### config.mk
export PLATFORM = sky130hd
export DESIGN_NAME = lra_alert_regs
export DESIGN_NICKNAME = d
export VERILOG_FILES = /design/src/lra_pkg.sv /design/src/lra_persist.sv /design/src/lra_alert_regs.sv
export SDC_FILE = /design/constraint.sdc
export NUM_CORES = 1
export LEC_CHECK = 0
export ABC_AREA = 0
export BUFFER_PORTS_ARGS = -buffer_cell sky130_fd_sc_hd__buf_2
export CORE_MARGIN = 2
export CORE_UTILIZATION = 60
export DETAILED_ROUTE_END_ITERATION = 10
export GPL_TIMING_DRIVEN = 0
export PLACE_DENSITY = 0.81
export SYNTH_ARGS = -nofsm -noshare
export SYNTH_HDL_FRONTEND = slang
export SYNTH_SLANG_ARGS = --single-unit
export TNS_END_PERCENT = 30
### constraint.sdc
create_clock -name clk -period 4.5 [get_ports clk]
set_clock_uncertainty 0.05 [all_clocks]
set_input_delay 0.225 -clock clk [delete_from_list [all_inputs] [get_ports clk]]
set_output_delay 0.225 -clock clk [all_outputs]
set_load 0.01 [all_outputs]
### src/lra_pkg.sv
// package: register map, reset values and carrier types of the light/reflect alert block
`default_nettype none
package lra_pkg;
  // register offsets
  localparam logic [7:0] OFF_ALERT    = 8'h04;
  localparam logic [7:0] OFF_RLOW     = 8'h05;
  localparam logic [7:0] OFF_RHIGH    = 8'h06;
  localparam logic [7:0] OFF_LLOWUP   = 8'h07;
  localparam logic [7:0] OFF_LSHARED  = 8'h08;
  localparam logic [7:0] OFF_LHIGHLO  = 8'h09;
  localparam logic [7:0] OFF_RRESULT  = 8'h0A;
  localparam logic [7:0] OFF_LRESUP   = 8'h0B;
  localparam logic [7:0] OFF_LRESLO   = 8'h0C;
  localparam logic [7:0] OFF_AMBIR    = 8'h0D;
  localparam logic [7:0] OFF_RESTART  = 8'h0E;
  // field positions in the alert configuration/status register
  localparam int BIT_RFLAG    = 7;
  localparam int BIT_RPERS_HI = 6;
  localparam int BIT_RPERS_LO = 5;
  localparam int BIT_BROWN    = 4;
  localparam int BIT_LFLAG    = 3;
  localparam int BIT_LPERS_HI = 2;
  localparam int BIT_LPERS_LO = 1;
  localparam int BIT_COMBINE  = 0;
  // reset values
  localparam logic [7:0] RST_ALERT   = 8'h10;
  localparam logic [7:0] RST_RLOW    = 8'h00;
  localparam logic [7:0] RST_RHIGH   = 8'hFF;
  localparam logic [7:0] RST_LLOWUP  = 8'h00;
  localparam logic [7:0] RST_LSHARED = 8'h0F;
  localparam logic [7:0] RST_LHIGHLO = 8'hFF;
  localparam logic [7:0] RESTART_CMD = 8'h38;
  localparam logic [7:0] RESTART_NOP = 8'h00;
  // register access request
  typedef struct packed {
    logic       wrEn;
    logic       rdEn;
    logic [7:0] addr;
    logic [7:0] wdata;
  } lra_req_t;
  // one finished measurement from the front end
  typedef struct packed {
    logic        reflectValid;
    logic [7:0]  reflectResult;
    logic [6:0]  ambientIr;
    logic        washoutStatus;
    logic        lightValid;
    logic [11:0] lightResult;
  } lra_meas_t;
endpackage
`default_nettype wire

### src/lra_persist.sv
// persistence counter: qualifies a channel after 1/2/4/8 consecutive flag events
`default_nettype none
module lra_persist #(
  parameter int CW = 4 // counter width, holds up to 8
) (
  input  wire logic       clk,
  input  wire logic       rst_n,
  input  wire logic       clear,      // soft restart or flag cleared
  input  wire logic       measValid,  // one measurement finished
  input  wire logic       flagEvent,  // that measurement raised a flag
  input  wire logic [1:0] persistSel, // persistence code
  output logic            qualified   // count reached
);
  logic [CW-1:0] count_reg; // consecutive flag events seen
  logic [CW-1:0] target;    // events needed for selected code

  // code 00/01/10/11 -> 1/2/4/8
  assign target = CW'(1) << persistSel;

  // count consecutive events, restart on a clean measurement
  always_ff @(posedge clk) begin
    if (!rst_n || clear) begin
      count_reg <= '0;
    end else if (measValid) begin
      if (!flagEvent) begin
        count_reg <= '0;
      end else if (count_reg < target) begin
        count_reg <= count_reg + CW'(1);
      end
    end
  end

  assign qualified = (count_reg >= target);
endmodule // lra_persist
`default_nettype wire

### src/lra_alert_regs.sv
// register bank and alert logic of the light/reflection sensor
// Summary of operation
// [RULE1] reflect persistence 1/2/4/8 events, bits 6:5
// [RULE2] light persistence 1/2/4/8 events, bits 2:1
// [RULE3] combine bit: 1 AND, 0 OR
// [RULE4] reflect event flag at bit 7
// [RULE5] light event flag at bit 3
// [RULE6] brown-out flag bit 4, never alerts
// [RULE7] writing zero to bit 4 clears brown-out
// [RULE8] reflect low threshold 0x05, resets 0x00
// [RULE9] reflect high threshold 0x06, resets 0xFF
// [RULE10] light thresholds packed over 0x07-0x09
// [RULE11] shared light threshold byte resets 0x0F
// [RULE12] reflect result readable at 0x0A
// [RULE13] light result 0x0B low nibble, 0x0C
// [RULE14] ambient infrared level in 0x0D bits 7:1
// [RULE15] washout status in 0x0D bit 0
// [RULE16] host checks washout before trusting result
// [RULE17] writing 0x38 to 0x0E restarts
// [RULE18] light flag set outside thresholds, cleared by zero
// [RULE19] reflect flag above high, cleared below low
// [RULE20] scheme bit: window or hysteresis compare
// [RULE21] alert pin driven after persistence count reached
// [RULE22] clean measurement resets counter; cleared flags release
//
// timing: writes land at the next edge
// read data follows its strobe by one cycle, holds until the next read
// alert path: the measurement edge updates flag and counter,
// the next edge updates the pin enable
// counters: 1/2/4/8 consecutive events per channel
// brown-out flag survives soft restart so supply trouble stays visible
// unmapped offsets read zero and ignore writes
// open drain: the pin value is tied low, the enable pulls it
`default_nettype none
module lra_alert_regs (
  input  wire logic               clk,
  input  wire logic               rst_n,
  input  wire lra_pkg::lra_req_t  req,            // register access from serial slave
  output logic [7:0]              rdata,          // read data, registered
  input  wire lra_pkg::lra_meas_t meas,           // measurement results
  input  wire logic               brownoutEvent,  // supply interruption pulse
  input  wire logic               compareScheme,  // 0 window, 1 hysteresis
  output logic                    alertOut,       // open-drain pin output value (always 0)
  output logic                    alertOe,        // high while pin pulled low
  output logic                    restartPulse    // one-cycle soft restart request
);
  // configuration and flag state
  logic       reflectFlag_reg;   // reflect event flag
  logic       lightFlag_reg;     // light event flag
  logic       brownFlag_reg;     // brown-out flag
  logic [1:0] reflectPers_reg;   // reflect persistence code
  logic [1:0] lightPers_reg;     // light persistence code
  logic       combine_reg;       // pin combine mode
  logic [7:0] rLow_reg;          // reflect low threshold
  logic [7:0] rHigh_reg;         // reflect high threshold
  logic [7:0] lLowUp_reg;        // light low bits 11:4
  logic [7:0] lShared_reg;       // light low 3:0 / high 11:8
  logic [7:0] lHighLo_reg;       // light high bits 7:0
  // result state
  logic [7:0]  rResult_reg;      // latest reflect result
  logic [11:0] lResult_reg;      // latest light result
  logic [6:0]  ambIr_reg;        // ambient infrared level
  logic        wash_reg;         // washout status
  // derived
  logic [11:0] lightLow;         // assembled light low threshold
  logic [11:0] lightHigh;        // assembled light high threshold
  logic        lightOut;         // light result outside window
  logic        reflectAbove;     // reflect result above high
  logic        reflectBelow;     // reflect result below low
  logic        reflectEvent;     // reflect flag event this measurement
  logic        reflectSet;       // flag set request
  logic        reflectClr;       // flag clear by comparison
  logic        lightSet;         // light flag set request
  logic        rClear;           // hold reflect counter at zero
  logic        lClear;           // hold light counter at zero
  logic        alertWr;          // write to alert register
  logic        restart;          // soft restart strobe
  logic        rQual;            // reflect qualified
  logic        lQual;            // light qualified
  logic        assertPin;        // pin should be pulled low

  // decode: true when this cycle writes the given offset
  // one compare shared by every write-enabled register
  function automatic logic isWrite(input lra_pkg::lra_req_t r, input logic [7:0] off);
    return r.wrEn && (r.addr == off);
  endfunction

  // write strobes of the alert register and the restart command
  assign alertWr = isWrite(req, lra_pkg::OFF_ALERT);
  assign restart = isWrite(req, lra_pkg::OFF_RESTART) && (req.wdata == lra_pkg::RESTART_CMD); // [RULE17]
  assign restartPulse = restart;

  // threshold assembly
  // no staging between the three bytes: each write counts at once,
  // so the host updates a pair while the channel is quiet
  assign lightLow  = {lLowUp_reg, lShared_reg[7:4]}; // [RULE10]
  assign lightHigh = {lShared_reg[3:0], lHighLo_reg}; // [RULE10]

  // comparisons
  // strict compares: a result equal to a threshold counts as inside
  // compareScheme is a level from outside, taken as it stands
  assign lightOut     = (meas.lightResult < lightLow) || (meas.lightResult > lightHigh); // [RULE18]
  assign reflectAbove = meas.reflectResult > rHigh_reg;
  assign reflectBelow = meas.reflectResult < rLow_reg;
  // window mode flags either excursion; hysteresis only above high
  assign reflectEvent = compareScheme ? reflectAbove : (reflectAbove || reflectBelow); // [RULE20]
  assign reflectSet   = meas.reflectValid && reflectEvent; // [RULE19]
  assign reflectClr   = meas.reflectValid && compareScheme && reflectBelow; // [RULE19]
  assign lightSet     = meas.lightValid && lightOut; // [RULE18]

  // counters rest at zero while their flag is down, except in the cycle
  // that raises the flag: that measurement is the first event counted
  assign rClear = restart || (!reflectFlag_reg && !reflectSet); // [RULE22]
  assign lClear = restart || (!lightFlag_reg && !lightSet); // [RULE22]

  // configuration fields of alert register
  // restart returns persistence and combine mode to their defaults
  always_ff @(posedge clk) begin
    if (!rst_n || restart) begin
      reflectPers_reg <= lra_pkg::RST_ALERT[lra_pkg::BIT_RPERS_HI:lra_pkg::BIT_RPERS_LO];
      lightPers_reg   <= lra_pkg::RST_ALERT[lra_pkg::BIT_LPERS_HI:lra_pkg::BIT_LPERS_LO];
      combine_reg     <= lra_pkg::RST_ALERT[lra_pkg::BIT_COMBINE];
    end else if (alertWr) begin
      reflectPers_reg <= req.wdata[lra_pkg::BIT_RPERS_HI:lra_pkg::BIT_RPERS_LO]; // [RULE1]
      lightPers_reg   <= req.wdata[lra_pkg::BIT_LPERS_HI:lra_pkg::BIT_LPERS_LO]; // [RULE2]
      combine_reg     <= req.wdata[lra_pkg::BIT_COMBINE]; // [RULE3]
    end
  end

  // reflect flag: set wins over the compare and write-zero clears, restart wins over set
  // hysteresis clears below low; window mode leaves clearing to the host
  // a set and a clear in one cycle leave the flag set
  always_ff @(posedge clk) begin
    if (!rst_n || restart) begin
      reflectFlag_reg <= lra_pkg::RST_ALERT[lra_pkg::BIT_RFLAG];
    end else if (reflectSet) begin
      reflectFlag_reg <= 1'b1; // [RULE4]
    end else if (reflectClr || (alertWr && !req.wdata[lra_pkg::BIT_RFLAG])) begin
      reflectFlag_reg <= 1'b0; // [RULE19]
    end
  end

  // light flag: set wins over write-zero clear
  // writing one to bit 3 leaves the flag as it is
  // an event in the cycle of the clear keeps the flag set
  always_ff @(posedge clk) begin
    if (!rst_n || restart) begin
      lightFlag_reg <= lra_pkg::RST_ALERT[lra_pkg::BIT_LFLAG];
    end else if (lightSet) begin
      lightFlag_reg <= 1'b1; // [RULE5]
    end else if (alertWr && !req.wdata[lra_pkg::BIT_LFLAG]) begin
      lightFlag_reg <= 1'b0; // [RULE18]
    end
  end

  // brown-out flag: set at reset and on supply events, host clears
  // soft restart leaves it alone so the host still learns of the drop
  // an event in the cycle of the clear keeps it set
  always_ff @(posedge clk) begin
    if (!rst_n) begin
      brownFlag_reg <= lra_pkg::RST_ALERT[lra_pkg::BIT_BROWN];
    end else if (brownoutEvent) begin
      brownFlag_reg <= 1'b1; // [RULE6]
    end else if (alertWr && !req.wdata[lra_pkg::BIT_BROWN]) begin
      brownFlag_reg <= 1'b0; // [RULE7]
    end
  end

  // reflect thresholds
  // plain byte registers, both reach the compare at the next edge
  always_ff @(posedge clk) begin
    if (!rst_n || restart) begin
      rLow_reg  <= lra_pkg::RST_RLOW;
      rHigh_reg <= lra_pkg::RST_RHIGH;
    end else begin
      if (isWrite(req, lra_pkg::OFF_RLOW)) begin
        rLow_reg <= req.wdata; // [RULE8]
      end
      if (isWrite(req, lra_pkg::OFF_RHIGH)) begin
        rHigh_reg <= req.wdata; // [RULE9]
      end
    end
  end

  // light thresholds
  // shared byte resets so low starts at zero and high at full scale
  // together with the outer bytes
  always_ff @(posedge clk) begin
    if (!rst_n || restart) begin
      lLowUp_reg  <= lra_pkg::RST_LLOWUP;
      lShared_reg <= lra_pkg::RST_LSHARED; // [RULE11]
      lHighLo_reg <= lra_pkg::RST_LHIGHLO;
    end else begin
      if (isWrite(req, lra_pkg::OFF_LLOWUP)) begin
        lLowUp_reg <= req.wdata; // [RULE10]
      end
      if (isWrite(req, lra_pkg::OFF_LSHARED)) begin
        lShared_reg <= req.wdata; // [RULE10]
      end
      if (isWrite(req, lra_pkg::OFF_LHIGHLO)) begin
        lHighLo_reg <= req.wdata; // [RULE10]
      end
    end
  end

  // capture reflect result and ambient infrared
  // washout is taken with the result that it qualifies,
  // so one read of the ambient byte tells whether the result holds
  always_ff @(posedge clk) begin
    if (!rst_n || restart) begin
      rResult_reg <= 8'h00;
      ambIr_reg   <= 7'h00;
      wash_reg    <= 1'b0;
    end else if (meas.reflectValid) begin
      rResult_reg <= meas.reflectResult; // [RULE12]
      ambIr_reg   <= meas.ambientIr; // [RULE14]
      wash_reg    <= meas.washoutStatus; // [RULE15]
    end
  end

  // capture light result
  // all twelve bits land together; reads of the two bytes may straddle
  // a new result, there is no latching between them
  always_ff @(posedge clk) begin
    if (!rst_n || restart) begin
      lResult_reg <= 12'h000;
    end else if (meas.lightValid) begin
      lResult_reg <= meas.lightResult; // [RULE13]
    end
  end

  // persistence counters, cleared by restart or when the flag drops
  // one counter per channel, each with its own persistence code
  // a host flag clear empties the counter one edge later
  lra_persist #(.CW(4)) uReflectPers (
    .clk        (clk),
    .rst_n      (rst_n),
    .clear      (rClear),
    .measValid  (meas.reflectValid),
    .flagEvent  (reflectEvent),
    .persistSel (reflectPers_reg),
    .qualified  (rQual)
  ); // [RULE1] [RULE21] [RULE22]

  lra_persist #(.CW(4)) uLightPers (
    .clk        (clk),
    .rst_n      (rst_n),
    .clear      (lClear),
    .measValid  (meas.lightValid),
    .flagEvent  (lightOut),
    .persistSel (lightPers_reg),
    .qualified  (lQual)
  ); // [RULE2] [RULE21] [RULE22]

  // combine qualified channels; brown-out never participates
  // each term also needs its flag, so a host clear drops the pin at once
  // without waiting for the counter to follow
  always_comb begin
    if (combine_reg) begin
      assertPin = rQual && lQual && reflectFlag_reg && lightFlag_reg; // [RULE3]
    end else begin
      assertPin = (rQual && reflectFlag_reg) || (lQual && lightFlag_reg); // [RULE3] [RULE6]
    end
  end

  // pin pulled low through its enable
  // registered so compare glitches never reach the pin
  // enable is low through reset, so the pin starts released
  always_ff @(posedge clk) begin
    if (!rst_n) begin
      alertOe <= 1'b0;
    end else begin
      alertOe <= assertPin; // [RULE21] [RULE22]
    end
  end
  assign alertOut = 1'b0;

  // registered read data
  // holds the last answer until the next read strobe
  // unmapped offsets and the restart command read as zero
  always_ff @(posedge clk) begin
    if (!rst_n) begin
      rdata <= 8'h00;
    end else if (req.rdEn) begin
      case (req.addr)
        lra_pkg::OFF_ALERT:   rdata <= {reflectFlag_reg, reflectPers_reg, brownFlag_reg,
                                        lightFlag_reg, lightPers_reg, combine_reg}; // [RULE4] [RULE5]
        lra_pkg::OFF_RLOW:    rdata <= rLow_reg;
        lra_pkg::OFF_RHIGH:   rdata <= rHigh_reg;
        lra_pkg::OFF_LLOWUP:  rdata <= lLowUp_reg;
        lra_pkg::OFF_LSHARED: rdata <= lShared_reg;
        lra_pkg::OFF_LHIGHLO: rdata <= lHighLo_reg;
        lra_pkg::OFF_RRESULT: rdata <= rResult_reg; // [RULE12]
        lra_pkg::OFF_LRESUP:  rdata <= {4'h0, lResult_reg[11:8]}; // [RULE13]
        lra_pkg::OFF_LRESLO:  rdata <= lResult_reg[7:0]; // [RULE13]
        lra_pkg::OFF_AMBIR:   rdata <= {ambIr_reg, wash_reg}; // [RULE14] [RULE15]
        lra_pkg::OFF_RESTART: rdata <= lra_pkg::RESTART_NOP; // [RULE17]
        default:              rdata <= 8'h00;
      endcase
    end
  end
endmodule // lra_alert_regs
`default_nettype wire

### Word-level counts from Yosys, hierarchy flattened

Index checks and enable logic that the tools add are counted.
W data, S select, Z words.

| operators by class | value |
|---|---|
| mux-type cells | 11 |
| reductions and logical operators | 44 |
| bitwise logic cells | 1 |
| add/sub/neg operators | 2 |
| magnitude comparators | 8 |
| equality and inequality tests | 14 |
| shifts and indexed selects | 2 |

Operators with widths:

| cell | count |
|---|---|
| $pmux W8 S10 | 1 |
| $eq A8 B4 Y1 const B | 7 |
| $eq A8 B3 Y1 const B | 4 |
| $logic_and A1 B1 Y1 | 22 |
| $mux W4 | 4 |
| $gt A12 B12 Y1 | 1 |
| $lt A12 B12 Y1 | 1 |
| $logic_or A1 B1 Y1 | 9 |
| $add A4 B1 Y4 const B | 2 |
| $eq A8 B6 Y1 const B | 1 |
| $ge A4 B4 Y1 | 2 |
| $gt A8 B8 Y1 | 1 |
| $logic_not A1 Y1 | 8 |
| $lt A4 B4 Y1 | 2 |
| $lt A8 B8 Y1 | 1 |
| $shl A1 B2 Y4 const A | 2 |
| $mux W1 | 6 |
| $ne A2 B1 Y1 const B | 2 |
| $reduce_and A2 Y1 | 2 |
| $reduce_bool A2 Y1 | 2 |
| $reduce_or A2 Y1 | 1 |
| $not A1 Y1 | 1 |

| storage, ports and cells | value |
|---|---|
| input bits | 52 |
| register bits after elaboration | 93 |
| output and inout bits | 11 |
| logic and storage cells | 101 |

### Logic depth before layout (Yosys ltp)

Gate-level depths: netlist of the first run.

| logic depth | value |
|---|---|
| word-level depth | 8 |
| mapped depth | 9 |
| gate-level depth less buffers | 8 |

### Modules after synthesis

Synthesis of the first run repeated with hierarchy kept, for this count alone.

| unflattened totals | value |
|---|---|
| cell total of the unflattened synthesis | 655 |
| area total of the unflattened synthesis | 5556.6 um^2 |

By module, submodules not included:

| module | area an instance (um^2) | seq. area each (um^2) | cells each | times used |
|---|---|---|---|---|
| lra_alert_regs | 4815.9 | 1701.6 | 569 | 1 |
| lra_persist | 370.4 | 80.1 | 43 | 2 |

### Least setup slack after synthesis of the first run

Ideal clock, no wire load.

| path | value |
|---|---|
| path kind | register -> register |
| from | register lShared_reg[6] |
| to | register uLightPers.count_reg[0] |
| arrival | 2070 ps |
| required time | 4371 ps |
| clock period less this slack | 2200 ps |
| stages on the path, launching flop included | 9 |
| setup slack | 2300 ps |
| setup time | 79 ps |
| path buffers | 0 |
| cell sequence | dfxtp_1 -> inv_1 -> ha_1 -> a211o_1 -> a31oi_1 -> o31ai_1 -> a2111oi_2 -> o21ai_0 -> o211ai_1 |

| between the ends | value |
|---|---|
| word-level cells in the longest chain between the ends | 7 |
| elaborated cells between the ends (all ways) | 10 |
| classes of those cells | order compare (1); eq/ne (1); mux (1); reduce/logical (7) |

Ends and longest elaborated chain:

| item | RTL line | text |
|---|---|---|
| start: declaration | lra_alert_regs.sv:57 | `logic [7:0] lShared_reg;` |
| start signal: assignment | lra_alert_regs.sv:191 | `lShared_reg <= lra_pkg::RST_LSHARED;` |
| start signal: assignment | lra_alert_regs.sv:198 | `lShared_reg <= req.wdata;` |
| $lt A12 B12 Y1 (*) | lra_alert_regs.sv:102 | `assign lightOut = (meas.lightResult < lightLow) \|\| (meas.lightResult > lightHigh);` |
| $logic_or A1 B1 Y1 (*) | lra_alert_regs.sv:102 |  |
| $logic_and A1 B1 Y1 | lra_alert_regs.sv:109 | `assign lightSet = meas.lightValid && lightOut;` |
| $logic_not A1 Y1 | lra_alert_regs.sv:114 | `assign lClear = restart \|\| (!lightFlag_reg && !lightSet);` |
| $logic_and A1 B1 Y1 | lra_alert_regs.sv:114 |  |
| $logic_or A1 B1 Y1 | lra_alert_regs.sv:114 |  |
| $logic_or A1 B1 Y1 | lra_persist.sv:22 | `if (!rst_n \|\| clear) begin` |
| end signal: assignment | lra_persist.sv:28 | `count_reg <= count_reg + CW'(1);` |
| end: declaration | lra_persist.sv:14 | `logic [CW-1:0] count_reg;` |

Every way passes the cells marked *; elsewhere a longest branch is shown, timed or not.
A chain may end at the register's enable or synchronous reset.

### Final worst setup path of the first run

Same ends and word-level chain as after synthesis.

==> results of run 1 <==
[layout by cell type (no fill, tap or decap), types with 7 or more instances in the layout]
master / instances
clkbuf_1: 19
nand4_1: 7
nand3_1: 29
buf_2: 70
a21oi_1: 22
mux2i_1: 51
nor3_1: 9
and3_1: 9
nor2_1: 61
inv_1: 49
a21o_1: 10
o21ai_0: 26
dfxtp_1: 93
o21a_1: 8
o211ai_1: 27
ha_1: 48
clkbuf_8: 10
nand2_1: 54
nor2b_1: 10
nand2b_1: 7
o31ai_1: 8
[critical path, cell delays in order (launching register included)]
cell and delay (ns):
dfxtp_1 0.35, inv_1 0.08, ha_1 0.30, a211o_1 0.30, a31oi_1 0.15, o31ai_1 0.18, a2111oi_2 0.67, o21ai_0 0.29
o211ai_1 0.22
[cell type report]
type / count / share of cell area
timing repair buffer: 60 / 0.0492
tap: 108 / 0.0221
multi-input combinational: 466 / 0.533
clock buffer: 11 / 0.0232
clock inverter: 5 / 0.00963
buffer: 36 / 0.0279
sequential: 93 / 0.305
inverter: 49 / 0.0301
[worst min path at each step]
stage	end	slack, ns	cells past startpoint
floorplan	brownFlag_reg$_SDFFE_PP1P_	0.26	1
global placement	brownFlag_reg$_SDFFE_PP1P_	0.38	2
detailed placement	brownFlag_reg$_SDFFE_PP1P_	0.38	2
CTS	brownFlag_reg$_SDFFE_PP1P_	0.009	2
global route	brownFlag_reg$_SDFFE_PP1P_	0.01	2
finish	brownFlag_reg$_SDFFE_PP1P_	0.004	2
[power groups by stage]
stage | sequential [mW] | clock, mW | combinational, mW
floorplan | 0.873 | 0 | 0.137
finish | 0.862 | 0.576 | 0.230
CTS | 0.861 | 0.574 | 0.225
detailed placement | 0.881 | 0 | 0.224
global placement | 0.880 | 0 | 0.214
global route | 0.864 | 0.604 | 0.249
[routing by layer]
metal	track usage	up-vias	wire length, um
li1	-	2456	-
met1	0.477	2427	7220
met2	0.569	298	7570
met3	0.0639	69	1570
met4	0.133	0	736
met5	0	-	0
[per-stage QoR]
step / instances / utilization / setup slack (ns) / hold WS [ns]
6_report: 828 / 0.697 / 1.85 / 0.00353
5_1_grt: 828 / 0.697 / 1.66 / 0.0113
4_1_cts: 828 / 0.697 / 1.87 / 0.00879
3_5_place_dp: 812 / 0.674 / 1.81 / 0.384
3_3_place_gp: 812 / 0.674 / 1.81 / 0.379
2_1_floorplan: 644 / - / 2.30 / 0.261
[cell families (layout without fill, tap and decap cells)]
logic type      count (synthesis)  count (layout)  synth area share
mux                            56              56             0.106
xor+xnor                        1               1           0.00160
flops                          93              93             0.340
compound gates                149             149             0.191
fa+ha+maj                      48              48             0.110
simple gates                  211             211             0.186
buf+inv                        85             161            0.0647
other cells                     1               1          0.000686
==> results.yml, run 1 <==
placement:
  place.gp.congestion: 1.02
  dp_hpwl_um: 13300
  placed_cell_area_sq_mm: 0.00591
  port_buffers: 60
critical_path:
  cp-endpoint: "uLightPers.count_reg[0]$_SDFFE_PP0P_"
  crit_type: "reg2reg"
  cp_max_fo: 6
  worstPathArrival_ns: 2.90
  startpoint: "lShared_reg[6]$_SDFFE_PP0P_"
  ff2ff_path_depth: 8
  end_kind: "flop"
  timing.rr.end: "uLightPers.count_reg[0]$_SDFFE_PP0P_"
  critPathRequiredTime_ns: 4.75
  start_kind: "flop"
  timing.rr.start: "lShared_reg[6]$_SDFFE_PP0P_"
  reg2reg_slack_ns: 1.85
synthesis:
  netlist_top_cells_count: "93 x dfxtp_1, 61 x nor2_1, 54 x nand2_1"
  ys_warn_count: 0
  synth_seq_cells: 93
  synth_top_area_share: 0.340
  async_reset_ff_frac: 0
  netlist_top_cells_area: "dfxtp_1 34%, ha_1 11%, mux2i_1 9.3%"
  synthesis.area_sq_mm: 0.00547
  synth_largest_area_cell: "dfxtp_1"
  synth_flop_cell: "dfxtp_1"
  synth.distinct_cells: 60
  synth.most_common_cell: "dfxtp_1"
  synth_area_per_cell_sq_um: 8.49
  synth_edf_count: 0
  yosysSeqAreaShare: 0.340
  synth_fp_nets: 744
  syn_inst: 644
clock_network:
  insertion_delay_ns: 0.37
  h-tree-depth: 3
  root_buffer: "clkbuf_8"
  path_clk_slew_ns: 0.09
  cts-resized-gates: 0
  cts_made_buffers: 9
  ctsHoldBuffers: 0
  cts_setup_buffers: 0
  cts_tree: "done"
  clockBufferDepth: 2
  clock_sinks: 93
timing:
  slew-limit-headroom: 0.318
  worst_pin_slew_ns: 1.02
  rsz0062_at_grt: "no"
  finalCritPeriodShare: 0.589
  fmax_ghz: 0.378
  setup_tns_ns: 0
  hold_viol: 0
  post-route-min-period_ns: 2.65
  final_max_slew_viol_count: 0
  setup_viol: 0
pwr:
  power_frac_seq: 0.517
  power_density_mw_per_mm2: 273
  combPwrFrac: 0.138
  power_switching_share: 0.276
  p_total_mw: 1.67
  p_switching_mw: 0.461
  internal_power_mw: 1.21
  vdd_drop_max_mv: 0.192
  p_leak_nw: 2.65
  p_clk_frac: 0.345
global_routing:
  antenna_found_initial: 0
  track_usage: 0.354
  overflow: 0
  grt_pass1_vias: 5030
  grt_pass1_wl_um: 26800
  grt_max_degree: 16
finish:
  largest_register_ffs: 12
  regArea_sq_mm: 0.00186
  fin_area_sq_mm: 0.00611
  multi_input_area_sq_mm: 0.00325
  antennaDiodeCount: 0
  drive_gt1_frac: 0.138
  area_delta_synth_final_pct: 11.6
  fillers: 768
  final_nets: 815
floorplanning:
  start_util: 0.624
  die_width_um: 99.5
  rows: 34
  die_height_um: 99.5
  pin_count: 63
  coreArea_sq_mm: 0.00876
  dieArea_sq_mm: 0.00990
flow_run:
  maxCapViolCount: 0
drt:
  wl_um: 17100
  drc: 0
  drt-initial-drc-count: 475
  drtPass1Iterations: 6
  routedWlPerCell_um: 20.6
  antenna_left: 0
  num_vias: 5250
  drt-vias-per-instance: 6.34
outcome:
  outcome: "finished, final reports clean"
worst_hold_path:
  hp-class: "in2reg"
  hp-start: "brownoutEvent"
Note: power is estimated with default switching activity, not from simulation.
==> run 2, diff against run 1 <==
- ABC_AREA: 0 -> 1
- CORE_UTILIZATION: 60 -> 59
- PLACE_DENSITY: 0.81 -> 0.8
- clock period: 4.5 -> 2.8 ns (I/O delays scaled with it)
==> results.yml, run 2 <==
timing:
  fmax_ghz: 0.476
  setup_viol: 0
  final_max_slew_viol_count: 0
  rsz0062_at_grt: "no"
  slew-limit-headroom: 0.614
  worst_pin_slew_ns: 0.578
  post-route-min-period_ns: 2.10
  finalCritPeriodShare: 0.750
  hold_viol: 0
  setup_tns_ns: 0
finish:
  layout_common_cells: "174 x nand2_1, 102 x inv_1, 93 x dfxtp_1"
  largest_register_ffs: 12
  final_nets: 957
  final_common_cell: "nand2_1"
  utilization: 0.696
  area_delta_synth_final_pct: 13.8
  antennaDiodeCount: 0
  drive_gt1_frac: 0.121
global_routing:
  overflow: 0
  track_usage: 0.319
  antenna_found_initial: 0
  grt_pass1_vias: 5106
  grt_pass1_wl_um: 24700
  grt_max_degree: 17
synthesis:
  synthMuxAreaShare: 0
  synth.distinct_cells: 36
  syn_inst: 776
  synth_simple_gate_area_frac: 0.254
  synth_area_per_cell_sq_um: 6.91
  synth_largest_area_cell: "dfxtp_1"
  netlist_top_cells_area: "dfxtp_1 35%, nand2_1 12%, ha_1 11%"
  synth_seq_cells: 93
  netlist_top_cells_count: "174 x nand2_1, 102 x inv_1, 93 x dfxtp_1"
  synth_flop_cell: "dfxtp_1"
  synth.most_common_cell: "nand2_1"
  synth_fa_ha_area_frac: 0.112
  ys_warn_count: 0
  async_reset_ff_frac: 0
  synth_fp_nets: 876
  synthesis.area_sq_mm: 0.00536
  synth-xor-area-share: 0.00654
  synth_edf_count: 0
  yosysSeqAreaShare: 0.347
  synth_top_area_share: 0.347
  synth-compound-area-share: 0.180
  synth_top_family_by_area: "simple AND/OR/NAND/NOR gates"
pwr:
  combPwrFrac: 0.116
  p_leak_nw: 3.05
  p_switching_mw: 0.711
  internal_power_mw: 1.88
  power_switching_share: 0.275
  p_clk_frac: 0.359
  power_frac_seq: 0.526
  power_density_mw_per_mm2: 425
  vdd_drop_max_mv: 0.400
drt:
  num_vias: 5437
  drc: 0
  drt-vias-per-instance: 5.61
  wl_um: 15300
  drt-initial-drc-count: 584
  antenna_left: 0
  drtPass1Iterations: 7
  routedWlPerCell_um: 15.8
critical_path:
  startpoint: "reflectPers_reg[0]$_SDFFE_PP0P_"
  worstPathArrival_ns: 2.31
  crit_chain: "inv_1 -> or2_2 -> ha_1 -> a21oi_1 -> nor2_1 -> nor2_1 -> nand2_1 -> o21ai_0 -> o21ai_0 -> nand2_1 -> a21oi_1"
  critPathRequiredTime_ns: 3.01
  start_kind: "flop"
  cp_slowest_cell: "dfxtp_1"
  crit_type: "reg2reg"
  cp_max_fo: 5
  timing.rr.start: "reflectPers_reg[0]$_SDFFE_PP0P_"
  max_stage_delay_ns: 0.44
  end_kind: "flop"
clock_network:
  clock_sinks: 93
  clockBufferDepth: 2
  cts_made_buffers: 9
  path_clk_slew_ns: 0.10
  cts_tree: "done"
  insertion_delay_ns: 0.37
  h-tree-depth: 3
  root_buffer: "clkbuf_8"
outcome:
  outcome: "finished, final reports clean"
worst_hold_path:
  hp-start: "meas[25]"
  hp-class: "in2reg"
floorplanning:
  rows: 34
  dieArea_sq_mm: 0.00986
  die_height_um: 99.3
  die_width_um: 99.3
  coreArea_sq_mm: 0.00876
  pin_count: 63
  start_util: 0.612
placement:
  place.gp.congestion: 0.974
  port_buffers: 59
  dp_hpwl_um: 12100
flow_run:
  maxCapViolCount: 0
[run 2: changes by cell type after synthesis, moves of 9 or more]
cell,previous run,this run
nor2b_1,10,0
a21oi_1,22,89
o21ai_0,26,64
nand3_1,29,39
inv_1,49,102
o211ai_1,27,17
and3_1,9,0
mux2i_1,51,0
nand2_1,54,174
nor2_1,61,77
[run 2: power groups by stage]
stage	sequential, mW	clock, mW	combinational, mW
2_1_floorplan	1.39	0	0.167
3_3_place_gp	1.39	0	0.269
3_5_place_dp	1.39	0	0.280
4_1_cts	1.36	0.931	0.294
5_1_grt	1.36	0.983	0.336
6_report	1.36	0.928	0.300
[run 2: layout make-up]
class / instances / area [sq um]
plain buffers: 25 / 133
clock buffers: 10 / 128
clock inverters: 6 / 70.1
fillers: 811 / 2670
inverters: 105 / 395
multi-input cells: 553 / 2970
flip-flops and latches: 93 / 1860
well taps: 108 / 135
repair buffers: 70 / 405
[run 2: critical path, delay by kind of cell, from the launching register on]
kind / cells / cell delay [ns]
adder cells (fa/ha/maj): 1 / 0.29
AND/OR/NAND/NOR: 5 / 0.56
flip-flops: 1 / 0.44
buffers and inverters: 1 / 0.08
AO/OA/AOI/OAI: 4 / 0.56
[run 2: per-stage QoR]
stage	hold slack [ns]	instance area, sq um	cells	power, mW	setup WS, ns
after global placement	0.286	5790	943	1.66	0.764
after detailed placement	0.294	5790	943	1.67	0.730
after global routing	0.0227	6100	970	2.68	0.522
final	0.0218	6100	970	2.59	0.700
after floorplan	0.189	5360	776	1.55	1.03
after CTS	0.0199	6100	970	2.58	0.708
[run 2: path summary, 6_finish.rpt]
path / to / slack, ns / cells past startpoint
setup / recovery: alertOe$_SDFF_PN0_ / 0.70 / 11
hold / removal: rResult_reg[4]$_SDFFE_PP0P_ / 0.02 / 3
setup reg to reg: alertOe$_SDFF_PN0_ / 0.70 / 11
hold reg to reg: rdata[4]$_SDFFE_PN0P_ / 0.42 / 2
[run 2: timing repair]
action / CTS / global route
endpoints found under the hold margin: 11 / 0
hold buffers: 11 / 0
setup endpoints to repair: 0 / 0
resized for setup: 0 / 0
setup buffers: 0 / 0
[run 2: kinds of logic (layout without fill, tap and decap cells)]
kind of cell | Yosys count | after routing
XOR/XNOR | 4 | 4
buffers and inverters | 130 | 216
flip-flops | 93 | 93
AO/OA/AOI/OAI | 181 | 181
adder cells (fa/ha/maj) | 48 | 48
other | 1 | 1
AND/OR/NAND/NOR | 319 | 319
[run 2: routing by layer]
metal / track usage / vias up / share of wire
li1: - / 2707 / -
met1: 0.440 / 2462 / 0.44
met2: 0.507 / 226 / 0.44
met3: 0.0415 / 42 / 0.079
met4: 0.134 / 0 / 0.036
met5: 0 / - / 0
